**src/pkg/spi_ctl_regs.vh**
```
// register map, field positions, reset values and divider counts for the spi controller
// assumes inclusion from a plain verilog-2005 design file
`ifndef SPI_CTL_REGS_VH
`define SPI_CTL_REGS_VH
// word indices; byte address is four times the index
`define IDX_CTRL_A        3'h0
`define IDX_CTRL_B        3'h1
`define IDX_INT_EN        3'h2
`define IDX_INT_FLAGS     3'h3
`define IDX_DATA          3'h4
`define ADDR_LSB          2
// control a fields
`define CA_ORDER          6
`define CA_MASTER         5
`define CA_DOUBLE         4
`define CA_CLOCK_DIVIDER_SELECT_HI       2
`define CA_CLOCK_DIVIDER_SELECT_LO       1
`define CA_ENABLE         0
// control b fields
`define CB_BUFFERED_OPERATION_ENABLE          7
`define CB_BUFFER_WAIT_FOR_RECEIVE          6
`define CB_SSD            2
`define CB_MODE_HI        1
`define CB_MODE_LO        0
// interrupt enable / flag fields
`define F_RXC             7
`define F_TXC             6
`define F_DRE             5
`define F_SSI             4
`define F_OVF             0
`define RESET_BYTE        8'h00
// synchroniser idle: select high, clock and data low
`define SYNC_IDLE         4'h8
// half-period counts of the serial clock, in pclk cycles, per prescaler value
`define HALF_DIV4         7'h02
`define HALF_DIV16        7'h08
`define HALF_DIV64        7'h20
`define HALF_DIV128       7'h40
`define BITS_PER_BYTE     4'h8
`endif

```
**src/hw/spi_ctl.v**
```verilog
// spi peripheral control: prescaler, clock modes, select handling, buffering, flags
// assumes apb3 master on pclk; spi pins come from outside and are synchronised here
// Notes on behaviour
// RULE1 - master clock from pclk divided by 4, 16, 64 or 128 per prescaler.
// RULE2 - prescaler setting has no effect while acting as slave.
// RULE3 - clock double bit doubles the prescaled serial clock rate.
// RULE4 - buffered mode gives two receive buffers, one transmit buffer, split flags.
// RULE5 - wait-for-receive zero: first byte after a write is a dummy.
// RULE6 - wait-for-receive one: write while enabled and select high loads shifter.
// RULE7 - select disable in master mode ignores the select input.
// RULE8 - mode field picks leading edge polarity and sample or setup edge.
// RULE9 - idle clock low for rising leading edge, high for falling.
// RULE10 - four split enables work only buffered, read zero otherwise.
// RULE11 - non-buffered single enable raises request when shared flag set.
// RULE12 - buffered receive flag tracks unread receive data.
// RULE13 - receive flag clears on data read or on writing one.
// RULE14 - shared flag sets on byte done or on select low in master.
// RULE15 - shared flag clears on vector ack or flags read then data access.
// RULE16 - buffered transfer flag sets when shifter and buffer empty; write one clears.
// RULE17 - write collision flag sets on data write mid-byte; same clear as shared. Code clears it only on flags read then data access, not on vector ack.
// RULE18 - empty flag one when transmit buffer empty, zero non-buffered.
// RULE19 - data write clears empty flag; flag resets to zero.
// RULE20 - buffered select trigger flag sets on external select low in master.
// RULE21 - select low in master clears master bit and sets shared flag.
// RULE22 - data write starts sending; buffered read pops second receive buffer.
// RULE23 - buffered overflow on third byte with both receive buffers full.
// RULE24 - enable zero stops transfers and serial clock.
//
// Decided for this implementation: the APB register port.
`timescale 1ns/1ps
`default_nettype none
`include "spi_ctl_regs.vh"

module spi_ctl (
  input  wire        pclk,
  input  wire        presetn,
  input  wire        psel,
  input  wire        penable,
  input  wire        pwrite,
  input  wire [7:0]  paddr,
  input  wire [31:0] pwdata,
  output reg  [31:0] prdata,
  output reg         pready,
  output reg         pslverr,
  input  wire        irq_ack,
  output reg         irq,
  input  wire        sck_in,
  output reg         sck_out,
  output reg         sck_oe,
  input  wire        mosi_in,
  output reg         mosi_out,
  output reg         mosi_oe,
  input  wire        miso_in,
  output reg         miso_out,
  output reg         miso_oe,
  input  wire        ss_n_in,
  input  wire        ss_is_input
);

  // ------------------------------------------------------------
  // pin synchronisers
  // ------------------------------------------------------------
  reg  [3:0] sync1_q;
  reg  [3:0] sync2_q;

  // two flops on the select, clock, mosi and miso inputs
  always @(posedge pclk or negedge presetn)
  begin
    if (!presetn)
    begin
      sync1_q <= `SYNC_IDLE;                          // both stages alike: no false edge
      sync2_q <= `SYNC_IDLE;
    end
    else
    begin
      sync1_q <= {ss_n_in, sck_in, mosi_in, miso_in};
      sync2_q <= sync1_q;
    end
  end

  wire ss_n_s = sync2_q[3];
  wire sck_s  = sync2_q[2];
  wire mosi_s = sync2_q[1];
  wire miso_s = sync2_q[0];

  // ------------------------------------------------------------
  // registers and state
  // ------------------------------------------------------------
  reg  [7:0] ctrl_a_q;
  reg  [7:0] ctrl_b_q;
  reg  [7:0] int_en_q;
  reg        rxc_q, txc_q, dre_q, ssi_q, ovf_q;
  reg        done_q, wcol_q, armed_q;
  reg  [7:0] tx_buf_q, shift_q, rx1_q, rx2_q;
  reg        tx_full_q, rx1_v_q, rx2_v_q, shift_ld_q;
  reg        busy_q, phase_q, sck_prev_q, dummy_q;
  reg  [3:0] bits_q;
  reg  [6:0] div_q;

  wire enable  = ctrl_a_q[`CA_ENABLE];
  wire master  = ctrl_a_q[`CA_MASTER];
  wire buffered_operation_enable   = ctrl_b_q[`CB_BUFFERED_OPERATION_ENABLE];
  wire lsb1st  = ctrl_a_q[`CA_ORDER];
  wire cpol    = ctrl_b_q[`CB_MODE_HI];               // RULE8
  wire cpha    = ctrl_b_q[`CB_MODE_LO];               // RULE8

  wire wr_en   = psel && penable && pwrite;
  wire rd_en   = psel && penable && !pwrite;
  wire [2:0] idx = paddr[`ADDR_LSB+2:`ADDR_LSB];
  wire mapped  = (paddr[`ADDR_LSB-1:0] == 2'h0) && (paddr[7:`ADDR_LSB+3] == 3'h0)
                 && (idx <= `IDX_DATA);
  wire data_wr = wr_en && mapped && idx == `IDX_DATA;
  wire data_rd = rd_en && mapped && idx == `IDX_DATA;
  wire flag_wr = wr_en && mapped && idx == `IDX_INT_FLAGS;
  wire flag_rd = rd_en && mapped && idx == `IDX_INT_FLAGS;

  // select fault: input select pulled low while master and not disabled
  wire ss_fault = enable && master && ss_is_input && !ss_n_s
                  && !ctrl_b_q[`CB_SSD];              // RULE7

  // ------------------------------------------------------------
  // master clock divider
  // ------------------------------------------------------------
  reg [6:0] half_lim;

  // half period from prescaler, halved again on clock double
  always @*
  begin
    case (ctrl_a_q[`CA_CLOCK_DIVIDER_SELECT_HI:`CA_CLOCK_DIVIDER_SELECT_LO])        // RULE1
      2'h0:    half_lim = `HALF_DIV4;
      2'h1:    half_lim = `HALF_DIV16;
      2'h2:    half_lim = `HALF_DIV64;
      default: half_lim = `HALF_DIV128;
    endcase
    if (ctrl_a_q[`CA_DOUBLE])
      half_lim = {1'b0, half_lim[6:1]};               // RULE3
  end

  wire tick = master && busy_q && (div_q == half_lim - 7'h01); // RULE2

  // slave edges from the synchronised serial clock
  wire s_edge  = !master && busy_q && (sck_s != sck_prev_q);
  wire edge_ev = tick || s_edge;
  wire lead    = !phase_q;                            // leading edge of a bit
  wire samp_ev = edge_ev && (lead ^ cpha);            // RULE8
  wire last    = edge_ev && phase_q && (bits_q == `BITS_PER_BYTE - 4'h1);
  wire in_bit  = master ? miso_s : mosi_s;
  wire [7:0] shift_in = lsb1st ? {in_bit, shift_q[7:1]} : {shift_q[6:0], in_bit};
  // byte ends on a trailing edge; only odd modes still sample there
  wire [7:0] rx_word  = samp_ev ? shift_in : shift_q;
  wire start_m = master && !busy_q && shift_ld_q;
  wire start_s = !master && !busy_q && !ss_n_s;

  // ------------------------------------------------------------
  // shift engine
  // ------------------------------------------------------------
  always @(posedge pclk or negedge presetn)
  begin
    if (!presetn)
    begin
      busy_q     <= 1'b0;
      phase_q    <= 1'b0;
      bits_q     <= 4'h0;
      div_q      <= 7'h00;
      sck_prev_q <= 1'b0;
      sck_out    <= 1'b0;
    end
    else
    begin
      sck_prev_q <= sck_s;
      if (!enable || ss_fault)                        // RULE24
      begin
        busy_q  <= 1'b0;
        phase_q <= 1'b0;
        bits_q  <= 4'h0;
        div_q   <= 7'h00;
        sck_out <= cpol;                              // RULE9
      end
      else if (start_m || start_s)                    // RULE22
      begin
        busy_q  <= 1'b1;
        sck_out <= cpol;
      end
      else if (busy_q)
      begin
        div_q <= tick ? 7'h00 : div_q + 7'h01;
        if (edge_ev)
        begin
          phase_q <= !phase_q;
          if (master)
            sck_out <= phase_q ? cpol : !cpol;
          if (phase_q)
            bits_q <= bits_q + 4'h1;
          if (last)
          begin
            busy_q <= 1'b0;
            bits_q <= 4'h0;
          end
        end
        if (!master && ss_n_s)
        begin
          busy_q <= 1'b0;
          bits_q <= 4'h0;
        end
      end
      else
        sck_out <= cpol;                              // RULE9
    end
  end

  // ------------------------------------------------------------
  // data path, buffers and flags
  // ------------------------------------------------------------
  wire tx_load = !busy_q && !shift_ld_q && tx_full_q && !dummy_q;

  always @(posedge pclk or negedge presetn)
  begin
    if (!presetn)
    begin
      ctrl_a_q <= `RESET_BYTE;
      ctrl_b_q <= `RESET_BYTE;
      int_en_q <= `RESET_BYTE;
      {rxc_q, txc_q, dre_q, ssi_q, ovf_q} <= 5'h00;   // RULE19
      {done_q, wcol_q, armed_q} <= 3'h0;
      tx_buf_q <= `RESET_BYTE;
      shift_q  <= `RESET_BYTE;
      rx1_q    <= `RESET_BYTE;
      rx2_q    <= `RESET_BYTE;
      {tx_full_q, rx1_v_q, rx2_v_q, shift_ld_q, dummy_q} <= 5'h00;
    end
    else
    begin
      // register writes
      if (wr_en && mapped && idx == `IDX_CTRL_A)
        ctrl_a_q <= pwdata[7:0] & 8'h77;
      if (wr_en && mapped && idx == `IDX_CTRL_B)
      begin
        ctrl_b_q <= pwdata[7:0] & 8'hc7;
        dummy_q  <= pwdata[`CB_BUFFERED_OPERATION_ENABLE] && !pwdata[`CB_BUFFER_WAIT_FOR_RECEIVE]; // RULE5
      end
      if (wr_en && mapped && idx == `IDX_INT_EN)
        int_en_q <= pwdata[7:0] & 8'hf1;
      // write-one clears, sets below win
      if (flag_wr && buffered_operation_enable)
      begin
        if (pwdata[`F_RXC]) rxc_q <= 1'b0;            // RULE13
        if (pwdata[`F_TXC]) txc_q <= 1'b0;            // RULE16
        if (pwdata[`F_SSI]) ssi_q <= 1'b0;            // RULE20
      end
      // arm the read-then-access clear
      if (flag_rd && (done_q || wcol_q))
        armed_q <= 1'b1;
      if ((data_rd || data_wr) && armed_q)            // RULE15
      begin
        done_q  <= 1'b0;
        wcol_q  <= 1'b0;                              // RULE17
        armed_q <= 1'b0;
      end
      if (irq_ack && !buffered_operation_enable)
        done_q <= 1'b0;                               // RULE15
      // data write
      if (data_wr)
      begin
        if (!buffered_operation_enable)
        begin
          if (busy_q) wcol_q <= 1'b1;                 // RULE17
          else
          begin
            shift_q    <= pwdata[7:0];                // RULE22
            shift_ld_q <= 1'b1;
          end
        end
        else if (!tx_full_q)
        begin
          if (ctrl_b_q[`CB_BUFFER_WAIT_FOR_RECEIVE] && enable && ss_n_s && !busy_q && !shift_ld_q)
          begin
            shift_q    <= pwdata[7:0];                // RULE6
            shift_ld_q <= 1'b1;
          end
          else
          begin
            tx_buf_q  <= pwdata[7:0];
            tx_full_q <= 1'b1;
          end
          dre_q <= 1'b0;                              // RULE19
          txc_q <= 1'b0;
        end
      end
      // buffered pop: second buffer read, first moves in
      if (data_rd && buffered_operation_enable)
      begin
        rx2_q   <= rx1_q;                             // RULE22
        rx2_v_q <= rx1_v_q;
        rx1_v_q <= 1'b0;
        ovf_q   <= 1'b0;
        if (!rx1_v_q) rxc_q <= 1'b0;                  // RULE12
      end
      // move buffered byte into the shifter
      if (tx_load && buffered_operation_enable)
      begin
        shift_q    <= tx_buf_q;
        shift_ld_q <= 1'b1;
        tx_full_q  <= 1'b0;
        dre_q      <= 1'b1;                           // RULE18
      end
      if (start_m || start_s)
        shift_ld_q <= 1'b0;
      if (samp_ev)
        shift_q <= shift_in;
      // end of byte
      if (last)
      begin
        dummy_q <= 1'b0;                              // RULE5
        if (!buffered_operation_enable)
          done_q <= 1'b1;                             // RULE14
        else
        begin
          rxc_q <= 1'b1;                              // RULE12
          if (!tx_full_q) txc_q <= 1'b1;              // RULE16
          if (!rx2_v_q || (data_rd && !rx1_v_q))
          begin
            rx2_q   <= rx_word;
            rx2_v_q <= 1'b1;
          end
          else if (!rx1_v_q || data_rd)               // RULE4
          begin
            rx1_q   <= rx_word;
            rx1_v_q <= 1'b1;
          end
          else
            ovf_q <= 1'b1;                            // RULE23
        end
      end
      else if (!buffered_operation_enable)
        rx2_q <= rx2_q;
      if (last && !buffered_operation_enable)
        rx2_q <= rx_word;
      // select fault drops to slave
      if (ss_fault)
      begin
        ctrl_a_q[`CA_MASTER] <= 1'b0;                 // RULE21
        if (buffered_operation_enable) ssi_q <= 1'b1;                     // RULE20
        else done_q <= 1'b1;                          // RULE14
      end
      // buffered mode (re)entered: transmit buffer empty
      if (buffered_operation_enable && !tx_full_q && !dre_q && !data_wr && dummy_q == 1'b0 && !busy_q)
        dre_q <= 1'b1;
    end
  end

  // ------------------------------------------------------------
  // read mux and apb answer
  // ------------------------------------------------------------
  reg [7:0] rd_byte;
  wire [7:0] en_view = buffered_operation_enable ? int_en_q : (int_en_q & 8'h01);      // RULE10
  wire [7:0] flag_view = buffered_operation_enable
    ? {rxc_q, txc_q, dre_q, ssi_q, 3'h0, ovf_q}
    : {done_q, wcol_q, 6'h00};                        // RULE18

  // select the addressed register
  always @*
  begin
    case (idx)
      `IDX_CTRL_A:    rd_byte = ctrl_a_q;
      `IDX_CTRL_B:    rd_byte = ctrl_b_q;
      `IDX_INT_EN:    rd_byte = en_view;
      `IDX_INT_FLAGS: rd_byte = flag_view;
      `IDX_DATA:      rd_byte = buffered_operation_enable ? rx2_q : rx2_q;
      default:        rd_byte = `RESET_BYTE;
    endcase
  end

  // registered answer, no wait state; unmapped gives pslverr
  always @(posedge pclk or negedge presetn)
  begin
    if (!presetn)
    begin
      prdata  <= 32'h0000_0000;
      pready  <= 1'b0;
      pslverr <= 1'b0;
    end
    else
    begin
      pready  <= psel && !penable;
      pslverr <= psel && !penable && !mapped;
      prdata  <= (psel && !penable && mapped && !pwrite) ? {24'h000000, rd_byte} : 32'h0;
    end
  end

  // ------------------------------------------------------------
  // interrupt request and pin drivers
  // ------------------------------------------------------------
  always @(posedge pclk or negedge presetn)
  begin
    if (!presetn)
    begin
      irq      <= 1'b0;
      sck_oe   <= 1'b0;
      mosi_out <= 1'b0;
      mosi_oe  <= 1'b0;
      miso_out <= 1'b0;
      miso_oe  <= 1'b0;
    end
    else
    begin
      irq <= buffered_operation_enable ? |(en_view[7:4] & flag_view[7:4])                // RULE10
                   : (int_en_q[`F_OVF] && done_q);                   // RULE11
      sck_oe   <= enable && master;                                  // RULE24
      mosi_oe  <= enable && master;
      miso_oe  <= enable && !master && !ss_n_s;
      mosi_out <= lsb1st ? shift_q[0] : shift_q[7];
      miso_out <= lsb1st ? shift_q[0] : shift_q[7];
    end
  end

endmodule // spi_ctl
`default_nettype wire

```
**config.mk**
```make
export PLATFORM = sky130hd
export DESIGN_NAME = spi_ctl
export DESIGN_NICKNAME = d
export VERILOG_FILES = /design/src/hw/spi_ctl.v
export VERILOG_INCLUDE_DIRS = /design/src /design/src/pkg
export SDC_FILE = /design/constraint.sdc
export NUM_CORES = 1
export LEC_CHECK = 0
export BUFFER_PORTS_ARGS = -buffer_cell sky130_fd_sc_hd__buf_2
export CORE_MARGIN = 2
export CORE_UTILIZATION = 48
export CTS_CLUSTER_DIAMETER = 120
export DETAILED_ROUTE_END_ITERATION = 7
export GPL_TIMING_DRIVEN = 0
export PLACE_DENSITY = 0.77
export SLEW_MARGIN = 20
export SYNTH_ARGS = -nofsm -noshare
export SYNTH_HDL_FRONTEND = slang
export SYNTH_SLANG_ARGS = --single-unit
```
**constraint.sdc**
```tcl
create_clock -name pclk -period 3.9 [get_ports pclk]
set_input_delay 0.78 -clock pclk [delete_from_list [all_inputs] [get_ports pclk]]
set_output_delay 0.78 -clock pclk [all_outputs]
set_load 0.05 [all_outputs]
```
# --- After elaboration in Yosys (flattened, before gate mapping) ---
# Cells that the tools add are included.
word_totals:
  latchBits: 0
  word_cells: 294
  n_memories: 0
  reg_bits: 98
  ram_bits: 0
  mem_bits_ro: 0
  input_bits: 51
op_classes:
  eq_ne: 19
  shifts: 0
  multipliers: 0
  n_div: 0
  order_cmp: 1
  add_sub_neg: 3
  reduce_logical: 113
  bitwise: 6
  n_mux: 116
ops:
  columns: ["cell", "n"]
  rows:
  - ["2-to-1 mux 8 bit", 18]
  - ["2-to-1 mux 1 bit", 83]
  - ["logical AND 1 bit", 58]
  - ["case mux 8 bit (5 select lines)", 1]
  - ["2-to-1 mux 7 bit", 5]
  - ["2-to-1 mux 4 bit", 7]
  - ["case mux 7 bit (3 select lines)", 1]
  - ["!= test 4 x 2 -> 1 bit (second input constant)", 5]
  - ["AND reduction 4 bit", 5]
  - ["logical NOT 1 bit", 19]
  - ["nonzero test 3 bit", 6]
  - ["nonzero test 2 bit", 7]
  - ["!= test 4 x 1 -> 1 bit (second input constant)", 3]
  - ["adder 7 x 1 -> 7 bit (second input constant)", 1]
  - ["equality test 7 bit", 1]
  - ["logical OR 1 bit", 7]
  - ["subtractor 7 x 1 -> 7 bit (second input constant)", 1]
  - ["equality test 3 x 2 -> 1 bit (second input constant)", 2]
  - ["logical NOT 3 bit", 2]
  - ["2-to-1 mux 6 bit", 1]
  - ["AND reduction 2 bit", 3]
  - ["AND reduction 3 bit", 2]
  - ["adder 4 x 1 -> 4 bit (second input constant)", 1]
  - ["AND 4 bit", 1]
  - ["other kinds (14)", 18]

# --- Depth between registers and ports, before layout ---
# Gate-level depths: netlist (run 1).
depth:
  ltp_word: 15
  depth_mapped: 11

# --- Worst setup path after synthesis (run 1) ---
# No wires, ideal clock.
synth_path:
  path_kind: "flip-flop to flip-flop"
  startpoint: "register ctrl_a_q[2]"
  endpoint: "register rx1_q[0]"
  path_stages_with_launch: 11
  arrival_time_ps: 3241
  required_ps: 3775
  slack_ps: 535
  synth_period_minus_slack_ps: 3365
  setup_ps: 125
  path_cell_list: "dfrtp_1 > buf_4 > or3b_1 > ha_1 > nor3b_2 > or3_4 > a2111oi_4 > o211a_1 > nor2_2 > nor4_4 > mux2_2"
synth_between:
  elab_chain_cells: 10
synth_lines:
  columns: ["item", "line_no", "source"]
  rows:
  - ["start: declaration", "spi_ctl.v:89", "reg [7:0] ctrl_a_q;"]
  - ["start signal: assignment", "spi_ctl.v:220", "ctrl_a_q <= `RESET_BYTE;"]
  - ["start signal: assignment", "spi_ctl.v:235", "ctrl_a_q <= pwdata[7:0] & 8'h77;"]
  - ["equality test 2 bit (tied with other cells)", "spi_ctl.v:129", "case (ctrl_a_q[`CA_CLOCK_DIVIDER_SELECT_HI:`CA_CLOCK_DIVIDER_SELECT_LO])"]
  - ["case mux 7 bit (3 select lines) (*)", "spi_ctl.v:129", null]
  - ["2-to-1 mux 7 bit (*)", "spi_ctl.v:135", "if (ctrl_a_q[`CA_DOUBLE])"]
  - ["subtractor 7 x 1 -> 7 bit (*)", "spi_ctl.v:139", "wire tick = master && busy_q && (div_q == half_lim - 7'h01);"]
  - ["equality test 7 bit (*)", "spi_ctl.v:139", null]
  - ["logical AND 1 bit (*)", "spi_ctl.v:139", null]
  - ["logical OR 1 bit (*)", "spi_ctl.v:143", "wire edge_ev = tick || s_edge;"]
  - ["logical AND 1 bit (2 in a row)", "spi_ctl.v:146", "wire last = edge_ev && phase_q && (bits_q == `BITS_PER_BYTE - 4'h1);"]
  - ["AND reduction 4 bit (no source line)", null, null]
  - ["end signal: assignment", "spi_ctl.v:227", "rx1_q <= `RESET_BYTE;"]
  - ["end signal: assignment", "spi_ctl.v:327", "rx1_q <= rx_word;"]
  - ["end: declaration", "spi_ctl.v:94", "reg [7:0] tx_buf_q, shift_q, rx1_q, rx2_q;"]
# Mark *: on every way between the ends. The rest lies on a longest branch, timed or not.
# A chain may end at the register's enable or synchronous reset.

# --- Worst setup path in the final report (run 1) ---
layout_path:
  startpoint: "register ctrl_a_q[2]"
  endpoint: "register rx1_q[3]"
# Same word-level chain as after synthesis.

==> reports/results.txt, run 1 <==
min Tclk post-route: 3.713 ns
diode count: 0
fill count: 897
Setup crit start: ctrl_a_q[2]$_DFFE_PN0P_
Sink Count: 98
critical path data required time: 4.17 ns
Yosys reg bits: 98
max-cap violations: 0
Layout Cells excl Fill: 724
Worst Path Arrival: 3.99 ns
syn_area_per_cell: 10.29 µm²
Max Root-Sink Buffers: 2
setup_tns: 0 ns
internal power: 1.487 mW
Initial DRC Count: 270
clk slew on worst S/H paths: 0.11 ns
RSZ-0062 raised after global routing: no
Tcrit/Tclk final: 95.21%
vias in the first global route: 3879
synthesized instance count: 505
top cells by area, synth: dfrtp_1 (46%), mux2_2 (7.4%), mux2i_1 (6.2%), nor2_1 (4.1%), buf_4 (4.0%)
Post-Route WL: 11720 µm
Synth Area in Adders: 0.7220%
largest net degree at the start of global routing: 64
Post-synth EDFFs: 0
gr ovfl total: 0
layout cells sized above 1: 24.66%
Pre-antenna DRT Iters: 5
P per Cell Area: 373.6 nW/µm²
final non-filler cell area: 5914 µm²
commonest non-fill, non-tap cell in the layout: dfrtp_1
most frequent cells in the layout: dfrtp_1 (95), nor2_1 (57), buf_2 (42)
Flop pwr share: 51.2%
Layout area overhead: 13.77%
vias: 4032
RR Startpoint: ctrl_a_q[2]$_DFFE_PN0P_
Switch Pwr: 0.7232 mW
first-pass GRT wire length: 19220 µm
worst setup path end: rx1_q[3]$_DFFE_PN0P_
worst slack, placed: 0.1341 ns
Post-Synth XOR/XNOR Area: 1.685%
RR Endpoint: rx1_q[3]$_DFFE_PN0P_
Tightest Pin Transition: 1.026 ns
Yosys top cell area share: 46.21%
simple-gate share of the synthesized area: 16.63%
Switching Share: 32.73%
Wirelength per Cell: 16.19 µm
I/O Pins: 92
R2R Setup Slk: 0.19 ns
Placeable Area: 10420 µm²
Clock Power Share: 29.2%
GP Congestion: 0.9228
Primary FF master, synth: dfrtp_1
die footprint: 11680 µm²
setup ws final: 0.1867 ns
hpwl dp: 8749 µm
Clock Latency Late Sink: 0.38 ns
mux contribution to synthesized area: 13.53%
GRT Total Usage: 21.17%
initial core utilization: 49.91%
maximum VDD drop: 0.2255 mV
FFs w/ async S/R, synth: 100.0%
endpoints failing setup: 0
largest family of logic cells by synthesized area: simple AND/OR/NAND/NOR gates
worst min-delay path category: in2async
Final #Nets: 637
DIE WIDTH: 108.1 µm
Yosys warning total: 0
area of the multi-input gates: 2501 µm²
final hold violations: 0
post-detailed-route count of antenna-violating nets: 0
library cells used by synthesis: 68
CTS Buf Count: 9
Crit Path Category: reg2reg
Rel. slew slack: 31.03%
DRC viols: 0
Crit. End Element: flop
Setup Skew: 0.01420 ns
# H-tree levels: 3
Final Util: 56.78%
Placed Cells: 707
Mapped Area: 5199 µm²
max frequency: 269.3 MHz
status: finished clean
CTS tree: yes
Register-to-Register Path Depth: 11
CP startpoint kind: flop
Max Slew Vio Count: 0
dpl cell area: 5699 µm²
Via density: 5.569
Root Buffer: clkbuf_8
Seq/Total Area, Yosys: 47.22%
post-synthesis compound-gate area fraction: 13.55%
combinational share of power: 19.6%
LEAKAGE: 2.827 nW
PortBufs: 42
Yosys top cell by area: dfrtp_1
Die Y: 108.1 µm
Rows: 37
critical path peak fanout: 10
flip-flop and latch area: 2456 µm²
initial antenna violation count: 0
## synthesized netlist by cell type (all sizes together) (7+ instances only)
library cell / count
nor3b: 7
o21ai: 13
clkbuf: 15
nand2: 31
or3: 7
nor3: 11
a21o: 7
dfrtp: 96
mux2: 34
inv: 16
buf: 32
mux2i: 32
nand3: 7
a21oi: 37
a221o: 8
nor2: 58
## per-stage QoR
stage / hold slack, ns / power (mW)
3_5_place_dp: 0.3347 / 1.575
5_1_grt: 0.2904 / 2.325
4_1_cts: 0.2929 / 2.216
3_3_place_gp: 0.3316 / 1.557
6_report: 0.2828 / 2.210
2_1_floorplan: 0.3312 / 1.456
## cell families after synthesis
kind of cell / count (synthesis)
buffers and inverters: 63
other: 1
muxes: 66
xor gates and xnor gates: 10
DFF: 98
AOI/OAI and AO/OA: 100
adders and majority gates: 3
and+or+nand+nor: 164
## sequential cells by signal (all words and copies together) (netlist names), 5 cells and up, named ones only
name / cells
div_q: 7
prdata: 8
shift_q: 8
ctrl_a_q: 6
ctrl_b_q: 5
rx1_q: 8
rx2_q: 8
int_en_q: 5
tx_buf_q: 8
## cell type report
cell class / count / area share (%)
multi-input combinational: 367 / 42.29
sequential: 98 / 41.53
buffer: 47 / 4.781
timing repair buffer: 44 / 4.252
tap: 136 / 2.877
clock buffer: 9 / 2.094
clock inverter: 7 / 1.164
inverter: 16 / 1.015
## repair_timing
item | CTS | global route
setup endpoints to repair | 0 | 16
buffers inserted | 0 | 1
hold buffers | 0 | 0
gates resized for setup | 0 | 3
## how the worst min path moves through the flow
stage | from | to
3_3_place_gp | sync1_q[1]$_DFF_PN0_ | sync2_q[1]$_DFF_PN0_
4_1_cts | presetn | div_q[2]$_DFFE_PN0P_
3_5_place_dp | sync1_q[0]$_DFF_PN0_ | sync2_q[0]$_DFF_PN0_
6_report | presetn | div_q[2]$_DFFE_PN0P_
5_1_grt | presetn | div_q[2]$_DFFE_PN0P_
2_1_floorplan | sync1_q[0]$_DFF_PN0_ | sync2_q[0]$_DFF_PN0_
## layer usage
layer	up-vias	part of all wire [%]	GRT usage (%)
met1	1956	44	29.45
met5	-	0	0
met2	146	47	33.47
met4	0	1.7	5.678
met3	19	7.4	4.943
li1	1911	-	-
## worst max-delay path, stage by stage (launching register included)
cell and delay [ns]:
dfrtp_1 0.39, buf_4 0.17, or3b_1 0.42, ha_1 0.30, nor3b_2 0.21, or3_4 0.39
a2111oi_4 0.37, o211ai_1 0.36, a21o_1 0.33, buf_4 0.21, mux2i_1 0.16, mux2_2 0.30
## power groups by stage
stage                     clock (mW)  combinational, mW  sequential (mW)
after floorplan                    0              0.303             1.15
after global placement             0              0.412             1.15
after detailed placement           0              0.427             1.15
after CTS                      0.659              0.430             1.13
after global routing           0.710              0.476             1.14
final                          0.646              0.433             1.13
(Power assumes the default switching activity.)
==> run 2: changes to the inputs <==
--- a/config.mk
+++ b/config.mk
@@ -7,12 +7,14 @@
 export NUM_CORES = 1
 export LEC_CHECK = 0
 export BUFFER_PORTS_ARGS = -buffer_cell sky130_fd_sc_hd__buf_2
+export CORE_ASPECT_RATIO = 0.7
 export CORE_MARGIN = 2
-export CORE_UTILIZATION = 48
+export CORE_UTILIZATION = 56
 export CTS_CLUSTER_DIAMETER = 120
 export DETAILED_ROUTE_END_ITERATION = 7
+export GPL_ROUTABILITY_DRIVEN = 0
 export GPL_TIMING_DRIVEN = 0
-export PLACE_DENSITY = 0.77
+export PLACE_DENSITY = 0.87
 export SLEW_MARGIN = 20
 export SYNTH_ARGS = -nofsm -noshare
 export SYNTH_HDL_FRONTEND = slang
==> reports/results.txt, run 2 (synthesis gave the netlist of run 1 again) <==
Max Root-Sink Buffers: 2
# H-tree levels: 3
fill count: 705
worst slack, placed: -0.03039 ns
vias: 4266
status: finished clean
Worst Path Arrival: 3.94 ns
Wirelength per Cell: 18.34 µm
final hold violations: 0
commonest non-fill, non-tap cell in the layout: dfrtp_1
Crit. End Element: flop
Post-Route WL: 13100 µm
LEAKAGE: 2.892 nW
Final #Nets: 639
internal power: 1.789 mW
setup ws final: 0.1942 ns
Hold-fix buffers, CTS: 0
Placeable Area: 9035 µm²
Root Buffer: clkbuf_16
Tcrit/Tclk final: 95.02%
clk slew on worst S/H paths: 0.07 ns
flip-flop and latch area: 2455 µm²
area of the multi-input gates: 2504 µm²
max-cap violations: 0
Flop pwr share: 45.6%
GRT Total Usage: 27.16%
Rel. slew slack: 47.34%
min Tclk post-route: 3.706 ns
hpwl dp: 9527 µm
largest net degree at the start of global routing: 77
RSZ-0062 raised after global routing: no
diode count: 0
setup_tns: 0 ns
CP startpoint kind: flop
Via density: 5.975
Pre-antenna DRT Iters: 7
Switch Pwr: 0.7089 mW
Rows: 29
Sink Count: 98
critical path data required time: 4.13 ns
vias in the first global route: 4142
PortBufs: 42
Tightest Pin Transition: 0.7882 ns
Setup Skew: 0.007260 ns
worst min-delay path category: in2async
DRC viols: 0
max frequency: 269.8 MHz
combinational share of power: 17.4%
initial antenna violation count: 0
first-pass GRT wire length: 21220 µm
P per Cell Area: 412.7 nW/µm²
Max Slew Vio Count: 0
CTS tree: yes
die footprint: 10080 µm²
critical path peak fanout: 10
Register-to-Register Path Depth: 11
maximum VDD drop: 0.3473 mV
Layout area overhead: 16.41%
most frequent cells in the layout: dfrtp_1 (96), nor2_1 (57), buf_2 (42)
gr ovfl total: 0
Crit Path Category: reg2reg
layout cells sized above 1: 24.41%
Clock Power Share: 37.0%
post-detailed-route count of antenna-violating nets: 0
Initial DRC Count: 550
Clock Latency Late Sink: 0.35 ns
I/O Pins: 92
Switching Share: 28.38%
endpoints failing setup: 0
DIE WIDTH: 119.2 µm
CTS Buf Count: 9
Die Y: 84.62 µm
initial core utilization: 57.54%
==> run 2: cell count changes in the layout (fill, tap and decap cells not counted), sizes merged <==
cell / change
clkbuf: +4
clkinv: -3
inv: -3
buf: +2
bufinv: +1
clkinvlp: +1
==> run 2: timing repair <==
action                     in CTS  in global routing
cloned                          0                  0
setup endpoints to repair       8                 14
pin swaps                       1                  1
setup buffers                   1                  2
resized for setup               0                  1
==> run 2: worst max-delay path: stages (launching register included) <==
cell and delay [ns]:
dfrtp_1 0.38, buf_4 0.18, or3b_1 0.43, ha_1 0.29, nor4bb_1 0.45, o21ai_0 0.23, a2111oi_4 0.36, o211a_1 0.31
o21ai_2 0.20, nor2b_1 0.22, buf_2 0.17, a221o_1 0.36
==> run 2: cell type report <==
type	count	share of cell area, %
inverters	16	0.9924
clock inverters	3	0.7649
clock buffers	13	4.466
repair buffers	46	4.610
flip-flops and latches	98	40.56
plain buffers	47	4.672
well taps	124	2.564
multi-input cells	367	41.37
==> run 2: through the flow <==
| step | power, mW | hold WS [ns] | area (µm²) | instances | utilization (%) |
|---|---|---|---|---|---|
| floorplan | 1.456 | 0.3312 | 5285 | 528 | - |
| global placement | 1.555 | 0.3376 | 5650 | 694 | 62.54 |
| detailed placement | 1.579 | 0.3387 | 5684 | 695 | 62.91 |
| CTS | 2.504 | 0.2734 | 6021 | 712 | 66.64 |
| global route | 2.599 | 0.2810 | 6052 | 714 | 66.99 |
| finish | 2.498 | 0.2787 | 6052 | 714 | 66.99 |
==> run 2: worst paths after layout <==
check                                        start  slack (ns)                    end
max                        ctrl_a_q[2]$_DFFE_PN0P_        0.19   rx2_q[2]$_DFFE_PN0P_
min                                        presetn        0.28  bits_q[3]$_DFFE_PN0P_
max reg2reg                ctrl_a_q[2]$_DFFE_PN0P_        0.19   rx2_q[2]$_DFFE_PN0P_
min reg2reg                   sync1_q[2]$_DFF_PN0_        0.35   sync2_q[2]$_DFF_PN0_
max in group asynchronous                  presetn        2.96   sync1_q[3]$_DFF_PN1_
min in group pclk             sync1_q[2]$_DFF_PN0_        0.35   sync2_q[2]$_DFF_PN0_
==> run 2: power by group through the flow <==
stage / Clock, mW / Combinational [mW] / Sequential, mW
CTS: 0.938 / 0.431 / 1.14
detailed placement: 0 / 0.426 / 1.15
global placement: 0 / 0.407 / 1.15
global route: 0.980 / 0.474 / 1.15
floorplan: 0 / 0.303 / 1.15
finish: 0.925 / 0.434 / 1.14
==> run 2: metal layers <==
layer	vias up	wire (µm)	global-route usage, %
li1	1924	-	-
met4	0	289	8.442
met3	34	1195	8.288
met2	199	6099	42.11
met1	2109	5511	36.98
met5	-	0	0
